File: src/rtl/dct_pkg.sv
// Package with constants and carrier types for the DRAM reset and termination block.
package dct_pkg;

  // ---------------------------------------------------------------
  // Clock and timing
  // ---------------------------------------------------------------
  localparam int CLK_PERIOD_PS              = 25000;
  localparam int MODE_UPDATE_DELAY_PS       = 12000;
  localparam int MODE_UPDATE_DELAY_CYC      =
    (MODE_UPDATE_DELAY_PS + CLK_PERIOD_PS - 1) / CLK_PERIOD_PS;
  localparam int SYNC_TERM_ON_DELAY_CYC     = 2;
  localparam int SYNC_TERM_OFF_DELAY_CYC    = 2;
  localparam int ASYNC_TERM_ON_WINDOW_CYC   = 1;
  localparam int ASYNC_TERM_OFF_WINDOW_CYC  = 1;
  localparam int TERM_ENTRY_LEAD_MIN_CYC    = 3;
  localparam int TERM_EXIT_LAG_MIN_CYC      = 8;
  localparam int CNT_W                      = 4;

  localparam logic [CNT_W-1:0] MOD_CNT     = CNT_W'(MODE_UPDATE_DELAY_CYC);
  localparam logic [CNT_W-1:0] LEAD_CNT    = CNT_W'(TERM_ENTRY_LEAD_MIN_CYC);
  localparam logic [CNT_W-1:0] LAG_CNT     = CNT_W'(TERM_EXIT_LAG_MIN_CYC);
  localparam logic [CNT_W-1:0] SON_CNT     = CNT_W'(SYNC_TERM_ON_DELAY_CYC);
  localparam logic [CNT_W-1:0] SOFF_CNT    = CNT_W'(SYNC_TERM_OFF_DELAY_CYC);
  localparam logic [CNT_W-1:0] AON_CNT     = CNT_W'(ASYNC_TERM_ON_WINDOW_CYC);
  localparam logic [CNT_W-1:0] AOFF_CNT    = CNT_W'(ASYNC_TERM_OFF_WINDOW_CYC);
  localparam logic [CNT_W-1:0] CNT_ZERO    = 4'h0;
  localparam logic [CNT_W-1:0] CNT_ONE     = 4'h1;
  localparam logic [CNT_W-1:0] CNT_MAX     = 4'hF;

  // ---------------------------------------------------------------
  // Commands and mode fields
  // ---------------------------------------------------------------
  localparam int ADDR_W        = 14;
  localparam int EXIT_BIT_POS  = 12;
  localparam int RTT_HI_POS    = 6;
  localparam int RTT_LO_POS    = 2;
  localparam logic [1:0] RTT_OFF = 2'h0;

  typedef enum logic [1:0] {
    DCT_REG_MR  = 2'h0,
    DCT_REG_EMR = 2'h1,
    DCT_REG_E2  = 2'h2,
    DCT_REG_E3  = 2'h3
  } dct_reg_sel_t;

  // Command pins: chip select low, row, column and write strobes, all active low.
  typedef struct packed {
    logic cs_n;
    logic ras_n;
    logic cas_n;
    logic we_n;
  } dct_cmd_t;

  localparam logic [3:0] CMD_LOAD_MODE = 4'h0;
  localparam logic [3:0] CMD_REFRESH   = 4'h1;
  localparam logic [3:0] CMD_PRECHARGE = 4'h2;
  localparam logic [3:0] CMD_ACTIVATE  = 4'h3;
  localparam logic [3:0] CMD_NOP       = 4'h7;

  typedef enum logic [1:0] {
    DCT_CLS_SYNC,
    DCT_CLS_ASYNC
  } dct_class_t;

  typedef struct packed {
    logic       active_on;
    logic [1:0] termination_resistance_setting;
    logic       async_cls;
  } dct_term_t;

endpackage

File: src/rtl/dct_timer.sv
// Loadable down counter used for the termination delays.
`timescale 1ns/1ps
module dct_timer
  import dct_pkg::*;
(
  input  wire logic             clk_sys_in,
  input  wire logic             rst_n_in,
  input  wire logic             load_in,
  input  wire logic [CNT_W-1:0] value_in,
  output logic                  busy_out,
  output logic                  done_out
);

  logic [CNT_W-1:0] cnt_q;
  logic [CNT_W-1:0] cnt_d;

  assign cnt_d    = load_in ? value_in : ((cnt_q != CNT_ZERO) ? cnt_q - CNT_ONE : CNT_ZERO);
  assign busy_out = (cnt_q != CNT_ZERO);
  assign done_out = (cnt_q == CNT_ONE);

  always_ff @(posedge clk_sys_in or negedge rst_n_in) begin
    if (!rst_n_in) begin
      cnt_q <= CNT_ZERO;
    end else begin
      cnt_q <= cnt_d;
    end
  end

endmodule

File: src/rtl/dct_age.sv
// Saturating counter of cycles since the last marked event.
`timescale 1ns/1ps
module dct_age
  import dct_pkg::*;
(
  input  wire logic             clk_sys_in,
  input  wire logic             rst_n_in,
  input  wire logic             mark_in,
  output logic [CNT_W-1:0]      age_out
);

  logic [CNT_W-1:0] age_q;
  logic [CNT_W-1:0] age_d;

  assign age_d   = mark_in ? CNT_ZERO : ((age_q != CNT_MAX) ? age_q + CNT_ONE : CNT_MAX);
  assign age_out = age_q;

  always_ff @(posedge clk_sys_in or negedge rst_n_in) begin
    if (!rst_n_in) begin
      age_q <= CNT_MAX;
    end else begin
      age_q <= age_d;
    end
  end

endmodule

File: src/rtl/dct_core.sv
// DRAM clock-enable reset recovery and on-die termination timing core.
`timescale 1ns/1ps
module dct_core
  import dct_pkg::*;
(
  input  wire logic              clk_sys_in,
  input  wire logic              rst_n_in,
  input  wire logic              cke_in,
  input  wire logic              term_pin_in,
  input  wire dct_cmd_t          cmd_in,
  input  wire logic [1:0]        bank_in,
  input  wire logic [ADDR_W-1:0] addr_in,
  input  wire logic              read_pending_in,
  output logic                   term_on_out,
  output logic [1:0]             rtt_out,
  output logic                   term_async_out,
  output logic                   in_reset_out,
  output logic                   powerdown_out,
  output logic                   self_refresh_out,
  output logic                   read_resume_out,
  output logic                   reinit_needed_out
);

  // ---------------------------------------------------------------
  // Device state
  // ---------------------------------------------------------------
  typedef enum logic [2:0] {
    ST_ACTIVE,
    ST_PD_FAST,
    ST_PD_SLOW,
    ST_PD_PRE,
    ST_SELF_REF,
    ST_RESET
  } dct_state_t;

  dct_state_t       state_q;
  dct_state_t       state_d;
  logic             cke_q;
  logic             row_open_q;
  logic             slow_exit_q;
  logic [1:0]       rtt_q;
  logic [1:0]       rtt_pend_q;
  logic             rtt_upd_q;
  logic             term_on_q;
  logic             term_async_q;
  logic             pin_q;
  logic             reinit_q;
  logic             read_cut_q;
  logic             read_resume_q;
  logic             pd_async_q;

  wire logic [3:0] cmd_code  = cmd_in;
  wire logic       cmd_sel   = !cmd_in.cs_n;
  wire logic       is_lm     = cmd_sel && (cmd_code == CMD_LOAD_MODE);
  wire logic       is_ref    = cmd_sel && (cmd_code == CMD_REFRESH);
  wire logic       is_pre    = cmd_sel && (cmd_code == CMD_PRECHARGE);
  wire logic       is_act    = cmd_sel && (cmd_code == CMD_ACTIVATE);
  wire logic       lm_mr     = is_lm && (bank_in == DCT_REG_MR);
  wire logic       lm_emr    = is_lm && (bank_in == DCT_REG_EMR);
  wire logic       cke_fall  = cke_q && !cke_in;
  wire logic       cke_rise  = !cke_q && cke_in;
  wire logic       in_pd     = (state_q == ST_PD_FAST) || (state_q == ST_PD_SLOW)
                               || (state_q == ST_PD_PRE);
  wire logic       in_rst    = (state_q == ST_RESET);
  wire logic       live      = !in_rst && (state_q != ST_SELF_REF);
  wire logic       pin_edge  = live && (term_pin_in != pin_q);

  function automatic logic [1:0] rtt_of(input logic [ADDR_W-1:0] a);
    return {a[RTT_HI_POS], a[RTT_LO_POS]};
  endfunction

  // ---------------------------------------------------------------
  // Helper counters
  // ---------------------------------------------------------------
  logic [CNT_W-1:0] since_entry;
  logic [CNT_W-1:0] since_exit;
  logic [CNT_W-1:0] since_pin;
  logic             mod_busy;
  logic             mod_done;
  logic             sw_busy;
  logic             sw_done;
  logic [CNT_W-1:0] sw_value;
  logic             sw_target_q;

  dct_age u_age_entry (
    .clk_sys_in (clk_sys_in),
    .rst_n_in   (rst_n_in),
    .mark_in    (cke_fall && !in_rst),
    .age_out    (since_entry)
  );

  dct_age u_age_exit (
    .clk_sys_in (clk_sys_in),
    .rst_n_in   (rst_n_in),
    .mark_in    (cke_rise && in_pd),
    .age_out    (since_exit)
  );

  dct_age u_age_pin (
    .clk_sys_in (clk_sys_in),
    .rst_n_in   (rst_n_in),
    .mark_in    (pin_edge),
    .age_out    (since_pin)
  );

  // Update window started by a termination load.
  dct_timer u_mod (
    .clk_sys_in (clk_sys_in),
    .rst_n_in   (rst_n_in),
    .load_in    (lm_emr && live),
    .value_in   (MOD_CNT),
    .busy_out   (mod_busy),
    .done_out   (mod_done)
  );

  // ---------------------------------------------------------------
  // Timing class selection
  // ---------------------------------------------------------------
  // Async in slow-exit and precharge power-down; synchronous otherwise.
  wire logic mode_async = (state_q == ST_PD_SLOW) || (state_q == ST_PD_PRE);
  // Pin change after entry, within the lead; used only by the c_late_entry cover.
  wire logic late_entry = in_pd && (since_entry < LEAD_CNT) && (since_pin < since_entry);
  // Any power-down exit; turn-on only after slow or precharge exit.
  wire logic early_exit = (state_q == ST_ACTIVE) && (since_exit < LAG_CNT)
                          && (term_pin_in ? pd_async_q : 1'b1);
  // Class picked from enable fall, exit lag and power-down mode.
  wire logic use_async  = mode_async || early_exit || cke_fall;
  // A change inside the lead of entry moves to the async window.
  wire logic pd_entry   = cke_fall && (state_q == ST_ACTIVE) && ((state_d == ST_PD_FAST)
                          || (state_d == ST_PD_SLOW) || (state_d == ST_PD_PRE));
  wire logic late_fall  = pd_entry && (since_pin < LEAD_CNT);
  assign sw_value = use_async ? (term_pin_in ? AON_CNT : AOFF_CNT)
                              : (term_pin_in ? SON_CNT : SOFF_CNT);

  dct_timer u_sw (
    .clk_sys_in (clk_sys_in),
    .rst_n_in   (rst_n_in),
    .load_in    (pin_edge && rtt_q != RTT_OFF),
    .value_in   (sw_value),
    .busy_out   (sw_busy),
    .done_out   (sw_done)
  );

  // ---------------------------------------------------------------
  // State transitions
  // ---------------------------------------------------------------
  // Reset entered by enable loss mid-operation, left by enable only.
  always_comb begin
    state_d = state_q;
    unique case (state_q)
      ST_ACTIVE: begin
        if (cke_fall && is_ref && !row_open_q) begin
          state_d = ST_SELF_REF;
        end else if (cke_fall && (read_pending_in || (cmd_sel && !is_ref))) begin
          state_d = ST_RESET;
        end else if (cke_fall) begin
          state_d = !row_open_q ? ST_PD_PRE : (slow_exit_q ? ST_PD_SLOW : ST_PD_FAST);
        end
      end
      ST_PD_FAST, ST_PD_SLOW, ST_PD_PRE, ST_SELF_REF, ST_RESET: begin
        if (cke_rise) begin
          state_d = ST_ACTIVE;
        end
      end
    endcase
  end

  // ---------------------------------------------------------------
  // Registers
  // ---------------------------------------------------------------
  always_ff @(posedge clk_sys_in or negedge rst_n_in) begin
    if (!rst_n_in) begin
      state_q <= ST_ACTIVE;
      cke_q   <= 1'b0;
      pin_q   <= 1'b0;
      pd_async_q <= 1'b0;
    end else begin
      state_q <= state_d;
      cke_q   <= cke_in;
      pin_q   <= live ? term_pin_in : pin_q;
      pd_async_q <= (cke_rise && in_pd) ? mode_async : pd_async_q;
    end
  end

  // Bank and mode tracking; reset drops every open row.
  always_ff @(posedge clk_sys_in or negedge rst_n_in) begin
    if (!rst_n_in) begin
      row_open_q  <= 1'b0;
      slow_exit_q <= 1'b0;
    end else if (state_d == ST_RESET) begin
      row_open_q  <= 1'b0;
      slow_exit_q <= 1'b0;
    end else if (live && cke_q) begin
      row_open_q  <= is_act ? 1'b1 : (is_pre ? 1'b0 : row_open_q);
      slow_exit_q <= lm_mr ? addr_in[EXIT_BIT_POS] : slow_exit_q;
    end
  end

  // Resistance load takes effect when the update window ends.
  always_ff @(posedge clk_sys_in or negedge rst_n_in) begin
    if (!rst_n_in) begin
      rtt_q      <= RTT_OFF;
      rtt_pend_q <= RTT_OFF;
      rtt_upd_q  <= 1'b0;
    end else if (state_d == ST_RESET) begin
      rtt_q      <= RTT_OFF;
      rtt_upd_q  <= 1'b0;
    end else begin
      rtt_pend_q <= (lm_emr && live) ? rtt_of(addr_in) : rtt_pend_q;
      rtt_upd_q  <= (lm_emr && live) ? 1'b1 : (mod_done ? 1'b0 : rtt_upd_q);
      rtt_q      <= (mod_done && rtt_upd_q) ? rtt_pend_q : rtt_q;
    end
  end

  // Termination switches when its timer expires.
  always_ff @(posedge clk_sys_in or negedge rst_n_in) begin
    if (!rst_n_in) begin
      term_on_q    <= 1'b0;
      sw_target_q  <= 1'b0;
      term_async_q <= 1'b0;
    end else if (state_d == ST_RESET || rtt_q == RTT_OFF) begin
      term_on_q    <= 1'b0;
      sw_target_q  <= 1'b0;
    end else begin
      sw_target_q  <= pin_edge ? term_pin_in : sw_target_q;
      term_async_q <= pin_edge ? use_async : (late_fall ? 1'b1 : term_async_q);
      term_on_q    <= sw_done ? sw_target_q : term_on_q;
    end
  end

  // Reset loses contents; a cut read may resume on rise.
  always_ff @(posedge clk_sys_in or negedge rst_n_in) begin
    if (!rst_n_in) begin
      reinit_q      <= 1'b0;
      read_cut_q    <= 1'b0;
      read_resume_q <= 1'b0;
    end else begin
      reinit_q      <= (state_d == ST_RESET) ? 1'b1 : ((lm_mr && live) ? 1'b0 : reinit_q);
      read_cut_q    <= (state_q == ST_ACTIVE && state_d == ST_RESET) ? read_pending_in
                       : (in_rst ? read_cut_q : 1'b0);
      read_resume_q <= in_rst && cke_rise && read_cut_q;
    end
  end

  assign term_on_out       = term_on_q;
  assign rtt_out           = rtt_q;
  assign term_async_out    = term_async_q;
  assign in_reset_out      = in_rst;
  assign powerdown_out     = in_pd;
  assign self_refresh_out  = (state_q == ST_SELF_REF);
  assign read_resume_out   = read_resume_q;
  assign reinit_needed_out = reinit_q;

  // ---------------------------------------------------------------
  // Checks
  // ---------------------------------------------------------------
  a_reset_exit_cke: assert property (@(posedge clk_sys_in) disable iff (!rst_n_in)
    (in_rst && !cke_rise) |=> in_rst)
    else $error("reset left without enable rise");
  a_reset_clear_term: assert property (@(posedge clk_sys_in) disable iff (!rst_n_in)
    in_rst |-> !term_on_q && rtt_q == RTT_OFF)
    else $error("termination live in reset");
  a_rtt_update_lat: assert property (@(posedge clk_sys_in) disable iff (!rst_n_in)
    (lm_emr && live && state_d != ST_RESET) ##1 (!lm_emr)[*1] |=>
      (rtt_q == $past(rtt_pend_q)) or (lm_emr))
    else $error("resistance not applied on time");
  a_rtt_bits_take: assert property (@(posedge clk_sys_in) disable iff (!rst_n_in)
    (lm_emr && live) |=> rtt_pend_q == {$past(addr_in[RTT_HI_POS]), $past(addr_in[RTT_LO_POS])})
    else $error("resistance bits wrong");
  a_class_async_pd: assert property (@(posedge clk_sys_in) disable iff (!rst_n_in)
    (pin_edge && mode_async && rtt_q != RTT_OFF && state_d != ST_RESET) |=> term_async_q)
    else $error("async class not used");
  a_class_sync_act: assert property (@(posedge clk_sys_in) disable iff (!rst_n_in)
    (pin_edge && !use_async && rtt_q != RTT_OFF && state_d != ST_RESET) |=> !term_async_q)
    else $error("sync class not used");
  a_sync_on_delay: assert property (@(posedge clk_sys_in) disable iff (!rst_n_in)
    (pin_edge && term_pin_in && !use_async && rtt_q != RTT_OFF) ##1
      (!pin_edge && rtt_q != RTT_OFF && state_d != ST_RESET)[*2] |=> term_on_q)
    else $error("sync turn-on late");
  a_exit_lag_cls: assert property (@(posedge clk_sys_in) disable iff (!rst_n_in)
    (pin_edge && !term_pin_in && early_exit && rtt_q != RTT_OFF) |=> term_async_q)
    else $error("early exit turn-off not async");
  a_resume_read: assert property (@(posedge clk_sys_in) disable iff (!rst_n_in)
    read_resume_q |-> $past(read_cut_q))
    else $error("resume without cut read");
  a_entry_lead_cls: assert property (@(posedge clk_sys_in) disable iff (!rst_n_in)
    (late_fall && rtt_q != RTT_OFF) |=> term_async_q)
    else $error("late entry change not async");
  a_async_turn_win: assert property (@(posedge clk_sys_in) disable iff (!rst_n_in)
    (pin_edge && use_async && rtt_q != RTT_OFF && state_d != ST_RESET) ##1
      (!pin_edge && rtt_q != RTT_OFF && state_d != ST_RESET) |=> term_on_q == $past(term_pin_in, 2))
    else $error("async switch outside window");
  a_term_off_disabled: assert property (@(posedge clk_sys_in) disable iff (!rst_n_in)
    (rtt_q == RTT_OFF) |=> !term_on_q)
    else $error("termination on while disabled");
  a_reinit_flag_set: assert property (@(posedge clk_sys_in) disable iff (!rst_n_in)
    (state_d == ST_RESET) |=> reinit_q)
    else $error("reinit flag not set by reset");
  a_resume_one_cycle: assert property (@(posedge clk_sys_in) disable iff (!rst_n_in)
    read_resume_q |=> !read_resume_q)
    else $error("resume pulse too long");
  a_self_ref_quiet: assert property (@(posedge clk_sys_in) disable iff (!rst_n_in)
    (state_q == ST_SELF_REF) |=> $stable(pin_q))
    else $error("pin tracked in self refresh");
  a_fast_pd_sync: assert property (@(posedge clk_sys_in) disable iff (!rst_n_in)
    (pin_edge && state_q == ST_PD_FAST && rtt_q != RTT_OFF) |=> !term_async_q)
    else $error("fast-exit switch not sync");
  a_exit_on_lag: assert property (@(posedge clk_sys_in) disable iff (!rst_n_in)
    (pin_edge && term_pin_in && early_exit && rtt_q != RTT_OFF && state_d != ST_RESET) |=> term_async_q)
    else $error("early exit turn-on not async");

  c_reset_cycle:  cover property (@(posedge clk_sys_in) disable iff (!rst_n_in)
    in_rst ##[1:20] (state_q == ST_ACTIVE));
  c_rtt_update:   cover property (@(posedge clk_sys_in) disable iff (!rst_n_in)
    lm_emr ##[1:4] (rtt_q != RTT_OFF));
  c_async_switch: cover property (@(posedge clk_sys_in) disable iff (!rst_n_in)
    pin_edge && mode_async);
  c_late_entry:   cover property (@(posedge clk_sys_in) disable iff (!rst_n_in) late_entry);
  c_self_refresh: cover property (@(posedge clk_sys_in) disable iff (!rst_n_in)
    (state_q == ST_SELF_REF) ##1 (state_q == ST_ACTIVE));

endmodule

File: config.mk
export PLATFORM = sky130hd
export DESIGN_NAME = dct_core
export DESIGN_NICKNAME = d
export VERILOG_FILES = /design/src/rtl/dct_pkg.sv /design/src/rtl/dct_timer.sv /design/src/rtl/dct_age.sv /design/src/rtl/dct_core.sv
export SDC_FILE = /design/constraint.sdc
export NUM_CORES = 1
export LEC_CHECK = 0
export ABC_CLOCK_PERIOD_IN_PS = 2700
export BUFFER_PORTS_ARGS = -buffer_cell sky130_fd_sc_hd__buf_2
export CAP_MARGIN = 20
export CORE_AREA = 2 2 71 73
export CTS_CLUSTER_SIZE = 16
export DETAILED_ROUTE_END_ITERATION = 16
export DIE_AREA = 0 0 73 75
export GPL_TIMING_DRIVEN = 0
export MAX_ROUTING_LAYER = met4
export SLEW_MARGIN = 5
export SYNTH_ARGS = -nofsm -noshare
export SYNTH_HDL_FRONTEND = slang
export SYNTH_SLANG_ARGS = --single-unit
File: constraint.sdc
create_clock -name clk_sys_in -period 2.7 [get_ports clk_sys_in]
set_clock_uncertainty 0.1 [all_clocks]
set_input_delay 0 -clock clk_sys_in [delete_from_list [all_inputs] [get_ports clk_sys_in]]
set_output_delay 0 -clock clk_sys_in [all_outputs]
set_load 0.01 [all_outputs]
**Word-level counts from Yosys, hierarchy flattened**

Cells that the tools add are included.

- Word-level logic and storage cells: 150
- Bits in read-only memories: 0
- Input bits: 25
- Bits in writable memories: 0
- Latch bits: 0
- Memories kept: 0
- Output and inout port bits: 9
- Register bits after elaboration: 35

- Shift-type cells: 0
- Div/mod/pow operators: 0
- Magnitude comparators: 2
- Reductions and logical operators: 64
- Bitwise logic cells: 2
- Equal/unequal tests: 20
- $add $sub $neg: 4
- Multipliers: 0
- Mux-type cells: 39

Operator list:

| operator | number |
|---|---|
| 4-bit two-way mux | 8 |
| 1-bit logical AND | 28 |
| 1-bit two-way mux | 21 |
| 2-bit nonzero test | 8 |
| 3-bit by 2-bit == test with 1-bit output (second input constant) | 4 |
| 4-bit by 1-bit == test with 1-bit output (second input constant) | 3 |
| 3-bit two-way mux | 4 |
| 2-bit two-way mux | 5 |
| 3-bit == test (second input constant) | 3 |
| 1-bit logical OR | 9 |
| 4-bit by 1-bit adder with 4-bit output (second input constant) | 2 |
| 4-bit by 2-bit == test with 1-bit output (second input constant) | 2 |
| 4-bit != test (second input constant) | 2 |
| 2-bit AND reduction | 4 |
| 4-bit nonzero test | 2 |
| 4-bit by 1-bit subtractor with 4-bit output (second input constant) | 2 |
| 3-bit by 1-bit == test with 1-bit output (second input constant) | 2 |
| 1-bit logical NOT | 6 |
| 3-bit case mux with 2 select lines | 1 |
| 3-bit nonzero test | 2 |
| 5-bit OR reduction | 1 |
| 2-bit logical NOT | 2 |
| 4-bit logical NOT | 1 |
| 4-bit by 2-bit less-than comparator with 1-bit output (second input constant) | 1 |
| other kinds (7) | 8 |

**Depth between registers and ports, before layout**

- Depth in word-level cells: 16
- Mapped depth: 6
- Mapped depth without buffers: 5

**Modules after synthesis**

From an unflattened synthesis, not the netlist that was laid out.

- Cell total of the unflattened synthesis: 194
- Area total of the unflattened synthesis: 1,916.8 um2

Modules (own cells, without submodules):

| module | area an instance (um2) | instances | cells each | sequential area each (um2) |
|---|---|---|---|---|
| dct_core | 1,138.6 | 1 | 118 | 475.5 |
| dct_timer | 198.9 | 2 | 22 | 100.1 |
| dct_age | 190.2 | 2 | 16 | 105.1 |

**Worst setup path after synthesis**

No wires, ideal clock.

- Path kind: reg-to-reg
- Start point: register row_open_q
- End point: register read_cut_q
- Path buffers: 0
- Cell stages (with the launch flop): 6
- Clock period less this slack: 1.734 ns
- Setup slack: 0.966 ns
- Arrival: 1.566 ns
- Required time: 2.532 ns
- Setup time: 0.068 ns
- Path through: dfrtp_1 -> and4bb_4 -> nor4b_4 -> a311oi_2 -> a211oi_4 -> a32o_1

- Word-level cells in the longest chain between the ends: 8
- Elaborated cells on any way between the ends: 11
- Classes of those cells: eq/ne (2); mux (6); reduce/logical (3)

Ends and longest elaborated chain:

| what | RTL line | text |
|---|---|---|
| start: declaration | dct_core.sv:39 | `logic row_open_q;` |
| start signal: assignment | dct_core.sv:194 | `row_open_q <= is_act ? 1'b1 : (is_pre ? 1'b0 : row_open_q);` |
| 2-bit two-way mux | dct_core.sv:157 | `state_d = !row_open_q ? ST_PD_PRE : (slow_exit_q ? ST_PD_SLOW : ST_PD_FAST);` |
| 3-bit two-way mux | dct_core.sv:156 | `end else if (cke_fall) begin` |
| 3-bit two-way mux | dct_core.sv:154 | `end else if (cke_fall && (read_pending_in \|\| (cmd_sel && !is_ref))) begin` |
| 3-bit two-way mux * | dct_core.sv:152 | `if (cke_fall && is_ref && !row_open_q) begin` |
| 3-bit case mux with 2 select lines * | dct_core.sv:150 | `unique case (state_q)` |
| 3-bit == test * | dct_core.sv:239 | `read_cut_q <= (state_q == ST_ACTIVE && state_d == ST_RESET) ? read_pending_in` |
| 1-bit logical AND * | dct_core.sv:239 |  |
| 2-bit != test (no source line) / 1-bit two-way mux (equally long branches) | -- |  |
| end signal: assignment | dct_core.sv:239 |  |
| end: declaration | dct_core.sv:48 | `logic read_cut_q;` |

Every way passes the cells marked *; elsewhere a longest branch is shown, timed or not.
A chain may end at the register's enable or synchronous reset.

**Final worst setup path**

- Start point: register state_q[2]
- End point: register reinit_q, in the netlist reinit_needed_out

- Word-level cells in the longest chain between the ends: 6
- Elaborated cells on any way between the ends: 19
- Classes of those cells: eq/ne (7); mux (6); reduce/logical (6)

Ends and longest elaborated chain:

| what | RTL line | text |
|---|---|---|
| start: declaration | dct_core.sv:36 | `dct_state_t state_q;` |
| start signal: assignment | dct_core.sv:178 | `state_q <= state_d;` |
| 3-bit two-way mux | dct_core.sv:156 |  |
| 3-bit two-way mux | dct_core.sv:154 |  |
| 3-bit two-way mux | dct_core.sv:152 |  |
| 3-bit case mux with 2 select lines | dct_core.sv:150 |  |
| 3-bit == test | dct_core.sv:238 | `reinit_q <= (state_d == ST_RESET) ? 1'b1 : ((lm_mr && live) ? 1'b0 : reinit_q);` |
| 1-bit two-way mux / 2-bit nonzero test (equally long branches) | -- |  |
| end signal: assignment | dct_core.sv:238 |  |
| end: declaration | dct_core.sv:47 | `logic reinit_q;` |

Parallel ways exist; a longest one is shown, timed or not.

==> metrics.txt <==
crit end category flop; post-place instance area 1991 um^2; setup repair after global routing missed its margin no; crit-path max FO 6; clock power share 30.9%; Yosys warnings 0; Net Count, Synth 209; setup TNS 0 ns; Yosys top cell area share 37.27%; DR vias/cell 5.287; Net Sw Frac 29.64%; WHS 0.02712 ns; max_slew headroom 47.93%; Comb power frac 23.1%; Root Driver clkbuf_8; fill cell count 437; ranking of synthesized cells by area dfrtp_1, dfstp_2, nor2_1, nor3_1, a21oi_1; DR vias 1475; Final Cycle Share 79.32%; Post-synth EDFFs 0; sequential area share after synthesis 48.86%; vias in the first global route 1373; Layout Nets 251; maximum VDD drop 0.2836 mV; clock sinks 35; outcome finished, final reports clean; crit path kind reg2reg; largest net degree at the start of global routing 36; Max Root-Sink Buffers 2; DRC violations left 0; Clk Latency, worst-skew pair 0.29 ns; WL/cell 13.31 um; Sw Pwr 469.4 uW; grt total ovfl 0; Syn-to-layout area delta 23.46%; n_diodes 0; Hold Fails Final Rpt 0; DRT Pass-1 Iters 6; ys flop type dfrtp_1; Slew Limit Fails 0; Post-DP HPWL 2.582 mm; cell count after synthesis 182; Avg Synthesized Cell Area 9.961 um^2; pwr dens 707.5 nW/um^2; Post-Syn Area 1813 um^2; DIE WIDTH 73 um; area leader, netlist dfrtp_1; remaining antenna violation count 0; library cells used by synthesis 43; CP startpoint kind flop; fmax 0.4669 GHz; first-pass GRT wire length 6.272 mm; Internal Pwr Total 1114 uW; die height 75 um; die area 5475 um^2; Rows 25; CTS tree built; io pins 34; sequential cell area 885.9 um^2; GRT busiest layer met2; measured slew at the worst slew-check pin 0.7810 ns; Post-CTS Resized 0; Routed WL 3.714 mm; Worst Path Required 2.78 ns; # port buffers 22; initial antenna violation count 0; DR iter-0 viols 99; Final Setup Violations 0; Tmin final 2.142 ns; critical path arrival 2.22 ns; initial core utilization 38.90%; area of the multi-input gates 889.6 um^2; Hold Crit Class in2reg; M3 GR Usage 4.150%; max-cap viol count 0; register share of total power 46.0%; grt met1 use 19.92%; routability congestion estimate 0.7874; core area 4661 um^2; Async SR Flop Fraction 100.0%; total CTS buffers 5; fin area 2238 um^2; Power, Total 1584 uW; Clock transition at path regs 0.07 ns; Pleak 0.001026 uW; layout cells sized above 1 24.00%; Overall Global Routing Usage 15.89%; synthesis-stage register bit count 35; Core Util, Final 48.03%; H-tree levels 2; GR Util met2 24.22%
==> stage by stage <==
stage | setup slack (ns) | std cells
floorplan | 0.9663 | 182
global placement | 0.6918 | 258
detailed placement | 0.6800 | 258
CTS | 0.6019 | 279
global route | 0.4441 | 279
finish | 0.5583 | 279
==> logic make-up (layout without fill, tap and decap cells) <==
family / after synthesis / in the layout / synth area share, %
buffers and inverters: 9 / 52 / 2.070
DFF: 35 / 35 / 48.86
xor gates and xnor gates: 1 / 1 / 0.4832
and+or+nand+nor: 84 / 84 / 25.26
adders and majority gates: 2 / 2 / 1.380
muxes: 10 / 10 / 5.797
AOI/OAI and AO/OA: 41 / 41 / 16.15
==> final timing paths <==
| path | from | end | slack, ns | cells past startpoint |
|---|---|---|---|---|
| worst min-delay path | cmd_in[1] | row_open_q | 0.03 | 4 |
| worst max register to register | state_q[2] | reinit_needed_out | 0.56 | 5 |
| worst min register to register | reinit_needed_out | reinit_needed_out | 0.38 | 1 |
| worst max-delay path | state_q[2] | reinit_needed_out | 0.56 | 5 |
| max in group asynchronous | rst_n_in | rtt_upd_q | 1.78 | 2 |
| min in group asynchronous | rst_n_in | u_sw.cnt_q[1] | 0.23 | 2 |
==> critical path: stages, from the launching register on <==
cell           delay (ns)
dfrtp_1              0.44
nor2b_1              0.21
nor3_1               0.41
nand2_1              0.11
dlygate4sd3_1        0.59
a21o_1               0.18
==> routing by layer <==
layer / up-vias / wire length [um]
met5: - / 0
met2: 23 / 1675
li1: 753 / -
met3: 4 / 127
met4: 0 / 46
met1: 695 / 1865
==> placed cells by master (no fill, tap or decap), drive strengths merged, types with 4 or more instances in the layout <==
cell / instances
mux2i: 6
nor2b: 4
nand3: 10
nor3: 15
inv: 5
o21ai: 9
buf: 25
nand2: 12
clkbuf: 7
a31oi: 4
dfrtp: 27
nor2: 26
dfstp: 8
mux2: 4
a21oi: 14
dlygate4sd3: 13
==> layout make-up <==
type | instances | share of cell area, %
plain buffers | 4 | 0.8385
clock buffers | 6 | 3.689
clock inverters | 2 | 1.565
inverters | 5 | 0.8385
multi-input cells | 138 | 39.74
flip-flops and latches | 35 | 39.58
well taps | 54 | 3.018
repair buffers | 35 | 10.73
==> registers in the layout, indices dropped and copies added (netlist names) <==
signal / count
slow_exit_q: 1
sw_target_q: 1
pd_async_q: 1
pin_q: 1
u_sw.cnt_q: 4
read_resume_out: 1
read_cut_q: 1
rtt_upd_q: 1
row_open_q: 1
term_on_out: 1
u_age_exit.age_out: 4
rtt_pend_q: 2
u_mod.cnt_q: 4
rtt_out: 2
term_async_out: 1
cke_q: 1
reinit_needed_out: 1
u_age_pin.age_out: 4
state_q: 3
==> timing repair <==
item,CTS,global route
buffers inserted,0,0
endpoints found under the hold margin,40,0
hold buffers,13,0
==> synth_stat cells, types with 2 or more instances <==
cell type  count
mux2i_1        6
nand3_1       10
a31oi_1        4
nor3_1        15
nor2b_1        4
o21ai_0        7
o311a_1        3
nor3b_1        2
dfstp_2        8
o21ai_1        2
nor2_1        25
inv_1          5
nand3b_1       2
ha_1           2
mux2_2         4
buf_2          3
a21oi_1       14
and3_1         2
nand2b_1       2
nand2_1       12
dfrtp_1       27
and2_1         2
==> power by group through the flow <==
stage / sequential [uW] / combinational (uW) / clock, uW
2_1_floorplan: 725 / 261 / 0
3_3_place_gp: 736 / 355 / 0
3_5_place_dp: 739 / 358 / 0
4_1_cts: 729 / 372 / 506
5_1_grt: 746 / 421 / 532
6_report: 729 / 365 / 489
No activity file was read; power rests on OpenSTA's default activity.
